**config.mk**
```make
export PLATFORM = sky130hd
export DESIGN_NAME = wncs_ctrl
export DESIGN_NICKNAME = d
export VERILOG_FILES = /design/src/verilog/wncs_pkg.sv /design/src/verilog/wncs_ctrl.sv
export SDC_FILE = /design/constraint.sdc
export NUM_CORES = 1
export LEC_CHECK = 0
export ABC_AREA = 0
export BUFFER_PORTS_ARGS = -buffer_cell sky130_fd_sc_hd__buf_2
export CORE_ASPECT_RATIO = 0.6
export CORE_MARGIN = 3
export CORE_UTILIZATION = 35
export DETAILED_ROUTE_END_ITERATION = 16
export PLACE_DENSITY = 0.66
export SYNTH_ARGS = -nofsm -noshare
export SYNTH_HDL_FRONTEND = slang
export SYNTH_SLANG_ARGS = --single-unit
```
**constraint.sdc**
```tcl
create_clock -name clk -period 3 [get_ports clk]
set_clock_uncertainty 0.1 [all_clocks]
set_input_delay 0.6 -clock clk [delete_from_list [all_inputs] [get_ports clk]]
set_output_delay 0.6 -clock clk [all_outputs]
set_load 0.05 [all_outputs]
```
**src/verilog/wncs_pkg.sv**
```systemverilog
// Purpose: constants for the watch-chip console store controller
// Assumes: device bytes sit in bits 9:2 of each longword access
// Notes:   device byte indices and own register offsets are fixed here
`default_nettype none
package wncs_pkg;
  // own AHB-Lite register offsets (byte addresses)
  localparam logic [7:0] A_CTRL      = 8'h00;
  localparam logic [7:0] A_STATUS    = 8'h04;
  localparam logic [7:0] A_MODE      = 8'h08;
  localparam logic [7:0] A_RAW_ADDR  = 8'h0C;
  localparam logic [7:0] A_RAW_WDATA = 8'h10;
  localparam logic [7:0] A_RAW_RDATA = 8'h14;
  localparam logic [7:0] A_SCR_ADDR  = 8'h18;
  localparam logic [7:0] A_SCR_LEN   = 8'h1C;
  localparam logic [7:0] A_TIME0     = 8'h20;
  localparam logic [7:0] A_WORD_STEP = 8'h04;
  localparam int         TIME_REGS   = 7;
  // control bits
  localparam int C_INIT  = 0;
  localparam int C_FORCE = 1;
  localparam int C_BAT   = 2;
  localparam int C_MEM   = 3;
  localparam int C_CONS  = 4;
  localparam int C_SETUP = 5;
  localparam int C_RAW   = 6;
  localparam int RAW_WRITE_BIT = 8;
  // status bits
  localparam int S_BUSY      = 0;
  localparam int S_VALID     = 1;
  localparam int S_INIT_DONE = 2;
  localparam int S_PROMPT    = 3;
  localparam int S_SCR_LOCK  = 4;
  localparam int S_REFUSED   = 5;
  // device byte indices
  localparam logic [7:0] D_TIME [TIME_REGS] = '{8'h00, 8'h02, 8'h04, 8'h06, 8'h07, 8'h08, 8'h09};
  localparam logic [7:0] D_CSRA    = 8'h0A;
  localparam logic [7:0] D_CSRB    = 8'h0B;
  localparam logic [7:0] D_CSRD    = 8'h0D;
  localparam logic [7:0] D_SCR     = 8'h0E;
  localparam logic [7:0] D_BATCHK  = 8'h1E;
  localparam logic [7:0] D_KBD     = 8'h2A;
  localparam logic [7:0] D_CONSID  = 8'h2B;
  localparam logic [7:0] D_CONSOLE_FLAGS   = 8'h2C;
  localparam logic [7:0] D_SCRLEN  = 8'h2D;
  localparam logic [7:0] D_TAPE    = 8'h31;
  // longword layout
  localparam int LW_LSB        = 2;
  localparam int LW_VALID_BIT  = 9;
  localparam int LW_KBD_PRESENT = 8;
  // watch control values
  localparam logic       CSRB_INHIBIT = 1'b1;
  localparam logic [3:0] CSRB_IRQ_OFF = 4'h0;
  localparam logic [2:0] CSRA_DIVIDER = 3'b010;
  localparam logic [3:0] CSRA_RATE    = 4'b0000;
  // stored values
  localparam logic [7:0] BAT_PAT [4] = '{8'h55, 8'hAA, 8'h33, 8'h0F};
  localparam logic [7:0] BYTE_ZERO   = 8'h00;
  localparam logic [7:0] KBD_MAX     = 8'h0F;
  localparam logic [7:0] CONS_BITMAP = 8'hB0;
  localparam logic [3:0] BAT_LAST    = 4'd11;
  localparam logic [3:0] INIT_LAST   = 4'd10;
  localparam logic [3:0] SETUP_LAST  = 4'd8;
  localparam logic [3:0] SETUP_LEN0  = 4'd4;
  typedef enum logic [2:0] {
    WNCS_NONE, WNCS_INIT, WNCS_BAT, WNCS_MEM, WNCS_CONS, WNCS_SETUP, WNCS_RAW
  } wncs_cmd_e;
  typedef enum logic [1:0] {
    WNCS_IDLE = 2'b00, WNCS_LOAD = 2'b01, WNCS_WAIT = 2'b11
  } wncs_state_e;
endpackage
`default_nettype wire

```
**src/verilog/wncs_ctrl.sv**
```systemverilog
// Purpose: host controller that brings the watch chip and its
//          battery-backed ram to a valid state on software order
// Assumes: device register port on the same clock, ack one cycle
// Notes:   software drives it over AHB-Lite
//
// Notes on behaviour
// clear validity flag means run full init
// step one: inhibit set, interrupts off
// step two: write seven time registers
// step three: divider 010, rate 0000
// step four: step-one value, inhibit cleared
// low battery: check bytes 55 AA 33 0F
// boot device: four ascii bytes, zero padded
// low battery: boot device bytes zeroed
// low battery: boot flag bytes zeroed
// keyboard variant in bits 9:2, 0..15
// memory failure: keyboard variant set zero
// prompt if keyboard absent or variant invalid; code prompts only when console type is B0
// variant ignored for serial terminal console
// console type: 0,1,2 or B0
// scratch address written once only
// temporary storage is twelve longwords
// scratch length holds page count
// tape tape_a always zero
// keyboard present is console flags bit 8
// byte in bits 9:2, rest zero
`timescale 1ns/1ps
`default_nettype none
module wncs_ctrl
  import wncs_pkg::*;
(
  // clock and reset
  input  wire logic        clk,
  input  wire logic        reset,
  input  wire logic        ce,
  // ahb-lite slave
  input  wire logic        hsel,
  input  wire logic [31:0] haddr,
  input  wire logic [1:0]  htrans,
  input  wire logic        hwrite,
  input  wire logic [2:0]  hsize,
  input  wire logic        hready,
  input  wire logic [31:0] hwdata,
  output logic             hreadyout,
  output logic [31:0]      hrdata,
  output logic             hresp,
  // watch chip register port
  output logic             dev_req,
  output logic             dev_we,
  output logic [7:0]       dev_addr,
  output logic [31:0]      dev_wdata,
  input  wire logic        dev_ack,
  input  wire logic [31:0] dev_rdata
);
  import wncs_pkg::*;
  // longword packing of one device byte
  function automatic logic [31:0] lw_of(input logic [7:0] b);
    lw_of = {22'h0, b, 2'b00};
  endfunction
  // lowest set order bit wins
  function automatic wncs_cmd_e cmd_of(input logic [31:0] w);
    if (w[C_INIT]) begin
      cmd_of = WNCS_INIT;
    end else if (w[C_BAT]) begin
      cmd_of = WNCS_BAT;
    end else if (w[C_MEM]) begin
      cmd_of = WNCS_MEM;
    end else if (w[C_CONS]) begin
      cmd_of = WNCS_CONS;
    end else if (w[C_SETUP]) begin
      cmd_of = WNCS_SETUP;
    end else if (w[C_RAW]) begin
      cmd_of = WNCS_RAW;
    end else begin
      cmd_of = WNCS_NONE;
    end
  endfunction
  logic              hreadyout_q;
  logic [31:0]       hrdata_q;
  logic              hresp_q;
  logic              wr_pend_q;
  logic              rd_pend_q;
  logic [7:0]        addr_q;
  logic [31:0]       rd_word;
  logic              acc;
  logic [2:0]        mode_q;
  logic [7:0]        time_q [TIME_REGS];
  logic [7:0]        raw_addr_q;
  logic              raw_we_q;
  logic [7:0]        raw_wdata_q;
  logic [7:0]        raw_rdata_q;
  logic [31:0]       scr_addr_q;
  logic [31:0]       scr_len_q;
  logic              launch_q;
  wncs_cmd_e         launch_cmd_q;
  logic              force_q;
  logic              refused_q;
  wncs_state_e       state_q;
  wncs_cmd_e         cmd_q;
  logic [3:0]        step_q;
  logic              dev_req_q;
  logic              dev_we_q;
  logic [7:0]        dev_addr_q;
  logic [31:0]       dev_wdata_q;
  logic              valid_q;
  logic              init_done_q;
  logic              scr_lock_q;
  logic              kbd_present_q;
  logic [7:0]        kbd_var_q;
  logic              prompt_q;
  logic              op_we;
  logic [7:0]        op_addr;
  logic [7:0]        op_data;
  logic              op_last;
  logic [3:0]        time_idx;
  logic [7:0]        resp_byte;
  assign acc       = hsel && hready && htrans[1];
  assign time_idx  = step_q - 4'd2;
  assign resp_byte = dev_rdata[LW_LSB +: 8];
  // ahb data phase; reads take one wait cycle
  always_ff @(posedge clk) begin
    if (reset) begin
      hreadyout_q <= 1'b1;
      hrdata_q    <= 32'h0;
      hresp_q     <= 1'b0;
      wr_pend_q   <= 1'b0;
      rd_pend_q   <= 1'b0;
      addr_q      <= 8'h00;
    end else if (ce) begin
      wr_pend_q <= acc && hwrite;
      rd_pend_q <= acc && !hwrite;
      if (acc) begin
        addr_q <= haddr[7:0];
      end
      if (acc && !hwrite) begin
        hreadyout_q <= 1'b0;
      end else if (rd_pend_q) begin
        hreadyout_q <= 1'b1;
        hrdata_q    <= rd_word;
      end
    end
  end
  // read decode; unmapped reads zero
  always_comb begin
    rd_word = 32'h0;
    if (addr_q == A_STATUS) begin
      rd_word[S_BUSY]      = (state_q != WNCS_IDLE) || launch_q;
      rd_word[S_VALID]     = valid_q;
      rd_word[S_INIT_DONE] = init_done_q;
      rd_word[S_PROMPT]    = prompt_q;
      rd_word[S_SCR_LOCK]  = scr_lock_q;
      rd_word[S_REFUSED]   = refused_q;
    end else if (addr_q == A_MODE) begin
      rd_word[2:0] = mode_q;
    end else if (addr_q == A_RAW_ADDR) begin
      rd_word = {23'h0, raw_we_q, raw_addr_q};
    end else if (addr_q == A_RAW_WDATA) begin
      rd_word = {24'h0, raw_wdata_q};
    end else if (addr_q == A_RAW_RDATA) begin
      rd_word = {24'h0, raw_rdata_q};
    end else if (addr_q == A_SCR_ADDR) begin
      rd_word = scr_addr_q;
    end else if (addr_q == A_SCR_LEN) begin
      rd_word = scr_len_q;
    end else if (addr_q >= A_TIME0 && addr_q < A_TIME0 + 8'(TIME_REGS) * A_WORD_STEP) begin
      rd_word = {24'h0, time_q[3'((addr_q - A_TIME0) >> 2)]};
    end
  end
  // software register writes
  always_ff @(posedge clk) begin
    if (reset) begin
      mode_q      <= 3'h0;
      raw_addr_q  <= 8'h00;
      raw_we_q    <= 1'b0;
      raw_wdata_q <= 8'h00;
      scr_addr_q  <= 32'h0;
      scr_len_q   <= 32'h0;
      for (int i = 0; i < TIME_REGS; i++) begin
        time_q[i] <= 8'h00;
      end
    end else if (ce && wr_pend_q) begin
      if (addr_q == A_MODE) begin
        mode_q <= hwdata[2:0];
      end else if (addr_q == A_RAW_ADDR) begin
        raw_addr_q <= hwdata[7:0];
        raw_we_q   <= hwdata[RAW_WRITE_BIT];
      end else if (addr_q == A_RAW_WDATA) begin
        raw_wdata_q <= hwdata[7:0];
      end else if (addr_q == A_SCR_ADDR) begin
        scr_addr_q <= hwdata;
      end else if (addr_q == A_SCR_LEN) begin
        scr_len_q <= hwdata;
      end else if (addr_q >= A_TIME0 && addr_q < A_TIME0 + 8'(TIME_REGS) * A_WORD_STEP) begin
        time_q[3'((addr_q - A_TIME0) >> 2)] <= hwdata[7:0];
      end
    end
  end
  // order launch; orders while busy are refused
  always_ff @(posedge clk) begin
    if (reset) begin
      launch_q     <= 1'b0;
      launch_cmd_q <= WNCS_NONE;
      force_q      <= 1'b0;
      refused_q    <= 1'b0;
    end else if (ce) begin
      if (wr_pend_q && addr_q == A_CTRL && cmd_of(hwdata) != WNCS_NONE) begin
        if (launch_q || state_q != WNCS_IDLE) begin
          refused_q <= 1'b1;
        end else begin
          launch_q     <= 1'b1;
          launch_cmd_q <= cmd_of(hwdata);
          force_q      <= hwdata[C_FORCE];
          refused_q    <= 1'b0;
        end
      end else if (state_q == WNCS_IDLE) begin
        launch_q <= 1'b0;
      end
    end
  end
  // operation for current command and step
  always_comb begin
    op_we   = 1'b1;
    op_addr = D_CSRD;
    op_data = BYTE_ZERO;
    op_last = 1'b1;
    case (cmd_q)
      WNCS_INIT: begin
        op_last = (step_q == INIT_LAST);
        if (step_q == 4'd0) begin
          op_we   = 1'b0;
          op_addr = D_CSRD;
        end else if (step_q == 4'd1) begin
          op_addr = D_CSRB;
          op_data = {CSRB_INHIBIT, CSRB_IRQ_OFF, mode_q};
        end else if (step_q < INIT_LAST - 4'd1) begin
          op_addr = D_TIME[time_idx[2:0]];
          op_data = time_q[time_idx[2:0]];
        end else if (step_q == INIT_LAST - 4'd1) begin
          op_addr = D_CSRA;
          op_data = {1'b0, CSRA_DIVIDER, CSRA_RATE};
        end else begin
          op_addr = D_CSRB;
          op_data = {~CSRB_INHIBIT, CSRB_IRQ_OFF, mode_q};
        end
      end
      WNCS_BAT: begin
        // check bytes, boot device, boot flags are contiguous
        op_last = (step_q == BAT_LAST);
        op_addr = D_BATCHK + {4'h0, step_q};
        if (step_q < 4'd4) begin
          op_data = BAT_PAT[step_q[1:0]];
        end else begin
          op_data = BYTE_ZERO;
        end
      end
      WNCS_MEM: begin
        op_addr = D_KBD;
        op_data = BYTE_ZERO;
      end
      WNCS_CONS: begin
        op_we   = 1'b0;
        op_last = (step_q == 4'd2);
        if (step_q == 4'd0) begin
          op_addr = D_CONSOLE_FLAGS;
        end else if (step_q == 4'd1) begin
          op_addr = D_KBD;
        end else begin
          op_addr = D_CONSID;
        end
      end
      WNCS_SETUP: begin
        op_last = (step_q == SETUP_LAST);
        if (step_q < SETUP_LEN0) begin
          op_addr = D_SCR + {4'h0, step_q};
          op_data = scr_addr_q[8 * step_q[1:0] +: 8];
        end else if (step_q < SETUP_LAST) begin
          op_addr = D_SCRLEN + {4'h0, step_q - SETUP_LEN0};
          op_data = scr_len_q[8 * step_q[1:0] +: 8];
        end else begin
          op_addr = D_TAPE;
          op_data = BYTE_ZERO;
        end
      end
      WNCS_RAW: begin
        op_we   = raw_we_q;
        op_addr = raw_addr_q;
        op_data = raw_wdata_q;
      end
      default: begin
        op_we = 1'b0;
      end
    endcase
  end
  // sequencer and device port
  always_ff @(posedge clk) begin
    if (reset) begin
      state_q     <= WNCS_IDLE;
      cmd_q       <= WNCS_NONE;
      step_q      <= 4'd0;
      dev_req_q   <= 1'b0;
      dev_we_q    <= 1'b0;
      dev_addr_q  <= 8'h00;
      dev_wdata_q <= 32'h0;
    end else if (ce) begin
      case (state_q)
        WNCS_IDLE: begin
          if (launch_q) begin
            cmd_q <= launch_cmd_q;
            // scratch address goes out only once
            step_q <= (launch_cmd_q == WNCS_SETUP && scr_lock_q) ? SETUP_LEN0 : 4'd0;
            state_q <= WNCS_LOAD;
          end
        end
        WNCS_LOAD: begin
          dev_req_q   <= 1'b1;
          dev_we_q    <= op_we;
          dev_addr_q  <= op_addr;
          dev_wdata_q <= lw_of(op_data);
          state_q     <= WNCS_WAIT;
        end
        WNCS_WAIT: begin
          if (dev_ack) begin
            dev_req_q <= 1'b0;
            // valid chip and no force ends init early
            if (op_last || (cmd_q == WNCS_INIT && step_q == 4'd0 && dev_rdata[LW_VALID_BIT] && !force_q)) begin
              state_q <= WNCS_IDLE;
              cmd_q   <= WNCS_NONE;
            end else begin
              step_q  <= step_q + 4'd1;
              state_q <= WNCS_LOAD;
            end
          end
        end
        default: begin
          state_q <= WNCS_IDLE;
        end
      endcase
    end
  end
  // results gathered from device answers
  always_ff @(posedge clk) begin
    if (reset) begin
      valid_q       <= 1'b0;
      init_done_q   <= 1'b0;
      scr_lock_q    <= 1'b0;
      kbd_present_q <= 1'b0;
      kbd_var_q     <= 8'h00;
      prompt_q      <= 1'b0;
      raw_rdata_q   <= 8'h00;
    end else if (ce && state_q == WNCS_WAIT && dev_ack) begin
      case (cmd_q)
        WNCS_INIT: begin
          if (step_q == 4'd0) begin
            valid_q     <= dev_rdata[LW_VALID_BIT];
            init_done_q <= 1'b0;
          end
          if (op_last) begin
            init_done_q <= 1'b1;
          end
        end
        WNCS_CONS: begin
          if (step_q == 4'd0) begin
            kbd_present_q <= dev_rdata[LW_KBD_PRESENT];
          end else if (step_q == 4'd1) begin
            kbd_var_q <= resp_byte;
          end else begin
            // only the built-in display uses the variant
            prompt_q <= (resp_byte == CONS_BITMAP)
                        && (!kbd_present_q || kbd_var_q > KBD_MAX);
          end
        end
        WNCS_SETUP: begin
          if (step_q == SETUP_LEN0 - 4'd1) begin
            scr_lock_q <= 1'b1;
          end
        end
        WNCS_RAW: begin
          if (!dev_we_q) begin
            raw_rdata_q <= resp_byte;
          end
        end
        default: ;
      endcase
    end
  end

  assign hreadyout = hreadyout_q;
  assign hrdata    = hrdata_q;
  assign hresp     = hresp_q;
  assign dev_req   = dev_req_q;
  assign dev_we    = dev_we_q;
  assign dev_addr  = dev_addr_q;
  assign dev_wdata = dev_wdata_q;
endmodule
`default_nettype wire

```
==> metrics.yaml <==
grt_pass1_vias: 10700
fin_crit_sh_pct: 89.7
multiInputGateArea_mm2: 0.00649
gr-total-overflow: 0
hold_ws_ns: 0.186
setup_violations: 0
antenna_found_initial: 0
seqCellArea_mm2: 0.00545
max_cap_viol_count: 0
p_leak_nw: 5.33
layout-drive-gt1-share_pct: 18.9
ys_types: 77
clk_pin_slew_ns: 0.06
final_nets: 1608
detailedRoute.firstIterationViolations: 1535
io_pins: 184
grtUsageMet1_pct: 34.1
met3_usage_pct: 7.85
synthCells: 1407
final_common_cell: "nand2_1"
cts_buffer_depth: 3
synthFlopType: "dfxtp_1"
firstDrtPassIters: 5
crit_buf_inv: 0
crit_path_cell_trace: "or4_4, or3b_1, or3_1, mux2i_1, nor2_1"
fin_util_pct: 40.9
antenna_cells: 0
outcome: "finished clean"
synth_area_mm2: 0.0126
reg2reg_depth: 5
cts_tree: "built"
r2r_setup_slack_ns: 0.31
die_area_mm2: 0.0383
required_ns: 3.31
avgSynthCellArea_um2: 8.93
endpoint: "raw_wdata_q[3]$_SDFFE_PP0P_"
use_met2_pct: 30.6
path_depth: 5
post_drt_wl_per_cell_um: 22.5
fp.dieW_um: 251
clock_latency_ns: 0.55
start_kind: "flop"
dp_hpwl_um: 32300
grt_max_degree: 75
path_class: "flop to flop"
top_usage_layer: "met1"
ir_drop_v: 0.000425
cts_buffers: 24
slew_headroom_pct: 47.3
htreeDepth: 1
antenna_left: 0
rr_endpoint: "raw_wdata_q[3]$_SDFFE_PP0P_"
grt_pass1_wl_um: 66300
path_max_fanout: 8
viasPerCell: 5.78
drc: 0
cts_sinks: 244
slew_viol_final: 0
async_flop_share_pct: 0
dp_worst_setup_slack_ns: 0.377
dp.cells: 1928
power_mw: 6.83
numPortBuffers: 106
cts_hold_buf: 0
worst_pin_slew_ns: 0.791
layout_min_cycle_time_ns: 2.69
setup_ws_ns: 0.308
globalplace.congestion: 0.927
fmax_mhz: 371
synth_edf_count: 56
final_area_mm2: 0.0144
rsz0062_at_grt: "false"
wirelength_um: 44300
core-area_mm2: 0.0352
slowest_delay_ns: 0.63
nFillCells: 3448
cts_setup_buffers: 0
critPathTopFamily: "simple AND/OR/NAND/NOR gates"
tns_ns: 0
critPathLaunch: "addr_q[7]$_SDFFE_PP0P_"
final_cell_mix: "nand2_1 (259), dfxtp_1 (185), nor2_1 (139), a21oi_1 (127), buf_2 (105)"
rows: 53
synth-seq-cells: 244
synthToLayoutAreaGrowth_pct: 14.6
finalNonFillerCells: 1972
start_util_pct: 35.7
yosys_warnings: 0
num_vias: 11400
arrival_ns: 3.00
crit_path_top_delay_cell: "or4_4"
cts_resized: 0
placed_area_mm2: 0.0136
min_path_type: "input pin to flop"
die_h_um: 153
timing.rr.start: "addr_q[7]$_SDFFE_PP0P_"
cts-root-buf: "clkbuf_16"
grt_usage_pct: 22.4
power_density_mw_per_mm2: 474
hold_viol_final: 0
ys_seq_area_share_pct: 43.3
worst_setup_path_end_kind: "flop"
==> cell usage after synthesis (7+ instances only) <==
| cell | number | area, um^2 |
|---|---|---|
| a221oi_1 | 7 | 61.3 |
| nand2_1 | 259 | 972 |
| clkbuf_1 | 79 | 297 |
| a21oi_1 | 127 | 636 |
| nor2_1 | 139 | 522 |
| a211oi_1 | 9 | 67.6 |
| a31oi_1 | 11 | 68.8 |
| nor2b_1 | 15 | 93.8 |
| o21ai_0 | 46 | 230 |
| mux2_2 | 27 | 304 |
| nor3_1 | 18 | 90.1 |
| buf_2 | 19 | 95.1 |
| edfxtp_1 | 56 | 1680 |
| buf_4 | 25 | 188 |
| nor3b_1 | 7 | 52.6 |
| a22o_1 | 7 | 61.3 |
| a22oi_1 | 37 | 278 |
| nand3_1 | 35 | 175 |
| o211ai_1 | 8 | 60.1 |
| nand4_1 | 7 | 43.8 |
| and3_1 | 16 | 100 |
| nand2b_1 | 16 | 100 |
| buf_1 | 11 | 41.3 |
| dfxtp_1 | 188 | 3760 |
| ha_1 | 13 | 163 |
| and2_1 | 11 | 68.8 |
| mux4_2 | 40 | 901 |
| inv_1 | 23 | 86.3 |
| mux2i_1 | 59 | 591 |
==> logic make-up (layout without fill, tap and decap cells) <==
logic type,Yosys count,in the layout,synth area share [%]
DFF,244,244,43.3
other,1,33,0.0298
AOI/OAI and AO/OA,300,300,15.0
buffers and inverters,162,228,6.01
adders and majority gates,13,13,1.29
and+or+nand+nor,559,559,19.9
xor gates and xnor gates,2,2,0.139
muxes,126,126,14.3
==> worst min-delay path by stage <==
stage / startpoint / end / slack [ns] / cells past startpoint
final: haddr[5] / addr_q[5]$_SDFFE_PP0P_ / 0.19 / 3
after global routing: haddr[5] / addr_q[5]$_SDFFE_PP0P_ / 0.18 / 3
after CTS: haddr[5] / addr_q[5]$_SDFFE_PP0P_ / 0.18 / 3
after detailed placement: addr_q[0]$_SDFFE_PP0P_ / addr_q[0]$_SDFFE_PP0P_ / 0.36 / 2
after global placement: dev_addr[5]$_SDFFE_PP0P_ / dev_addr[5]$_SDFFE_PP0P_ / 0.34 / 2
after floorplan: raw_rdata_q[4]$_SDFFE_PP0P_ / raw_rdata_q[4]$_SDFFE_PP0P_ / 0.33 / 2
==> tightest hold or removal path, cell delays in order <==
cell and delay (ns):
buf_2 0.10, nand2_1 0.04, a21oi_1 0.05
==> registers in the layout, indices dropped and copies added, names as in the netlist, 8 cells and up, named ones only <==
name,cells
raw_wdata_q,8
scr_len_q,32
scr_addr_q,32
dev_addr,8
addr_q,8
raw_rdata_q,8
hrdata,32
dev_wdata,8
time_q,64
raw_addr_q,8
==> power by group <==
| part | internal [mW] | total [mW] | switching [mW] |
|---|---|---|---|
| Combinational | 0.0993 | 0.387 | 0.288 |
| Sequential | 3.39 | 3.41 | 0.0234 |
| Clock | 1.66 | 3.04 | 1.37 |
==> area by class of cell <==
type                            instances  area share [%]
Clock buffer                           35            4.94
Clock inverter                          9           0.478
Inverter                               24           0.626
Multi-Input combinational cell       1033            45.1
Sequential cell                       244            37.8
Tap cell                              467            4.06
Timing Repair Buffer                  160            6.98
==> per-layer routing <==
| layer | part of all wire [%] | wire [um] | vias to the layer above |
|---|---|---|---|
| met5 | 0 | 0 | - |
| met1 | 45 | 19900 | 5557 |
| met4 | 1.5 | 686 | 0 |
| met3 | 13 | 5850 | 63 |
| li1 | - | - | 5126 |
| met2 | 40 | 17900 | 645 |
Note: power is estimated with default switching activity, not from simulation.
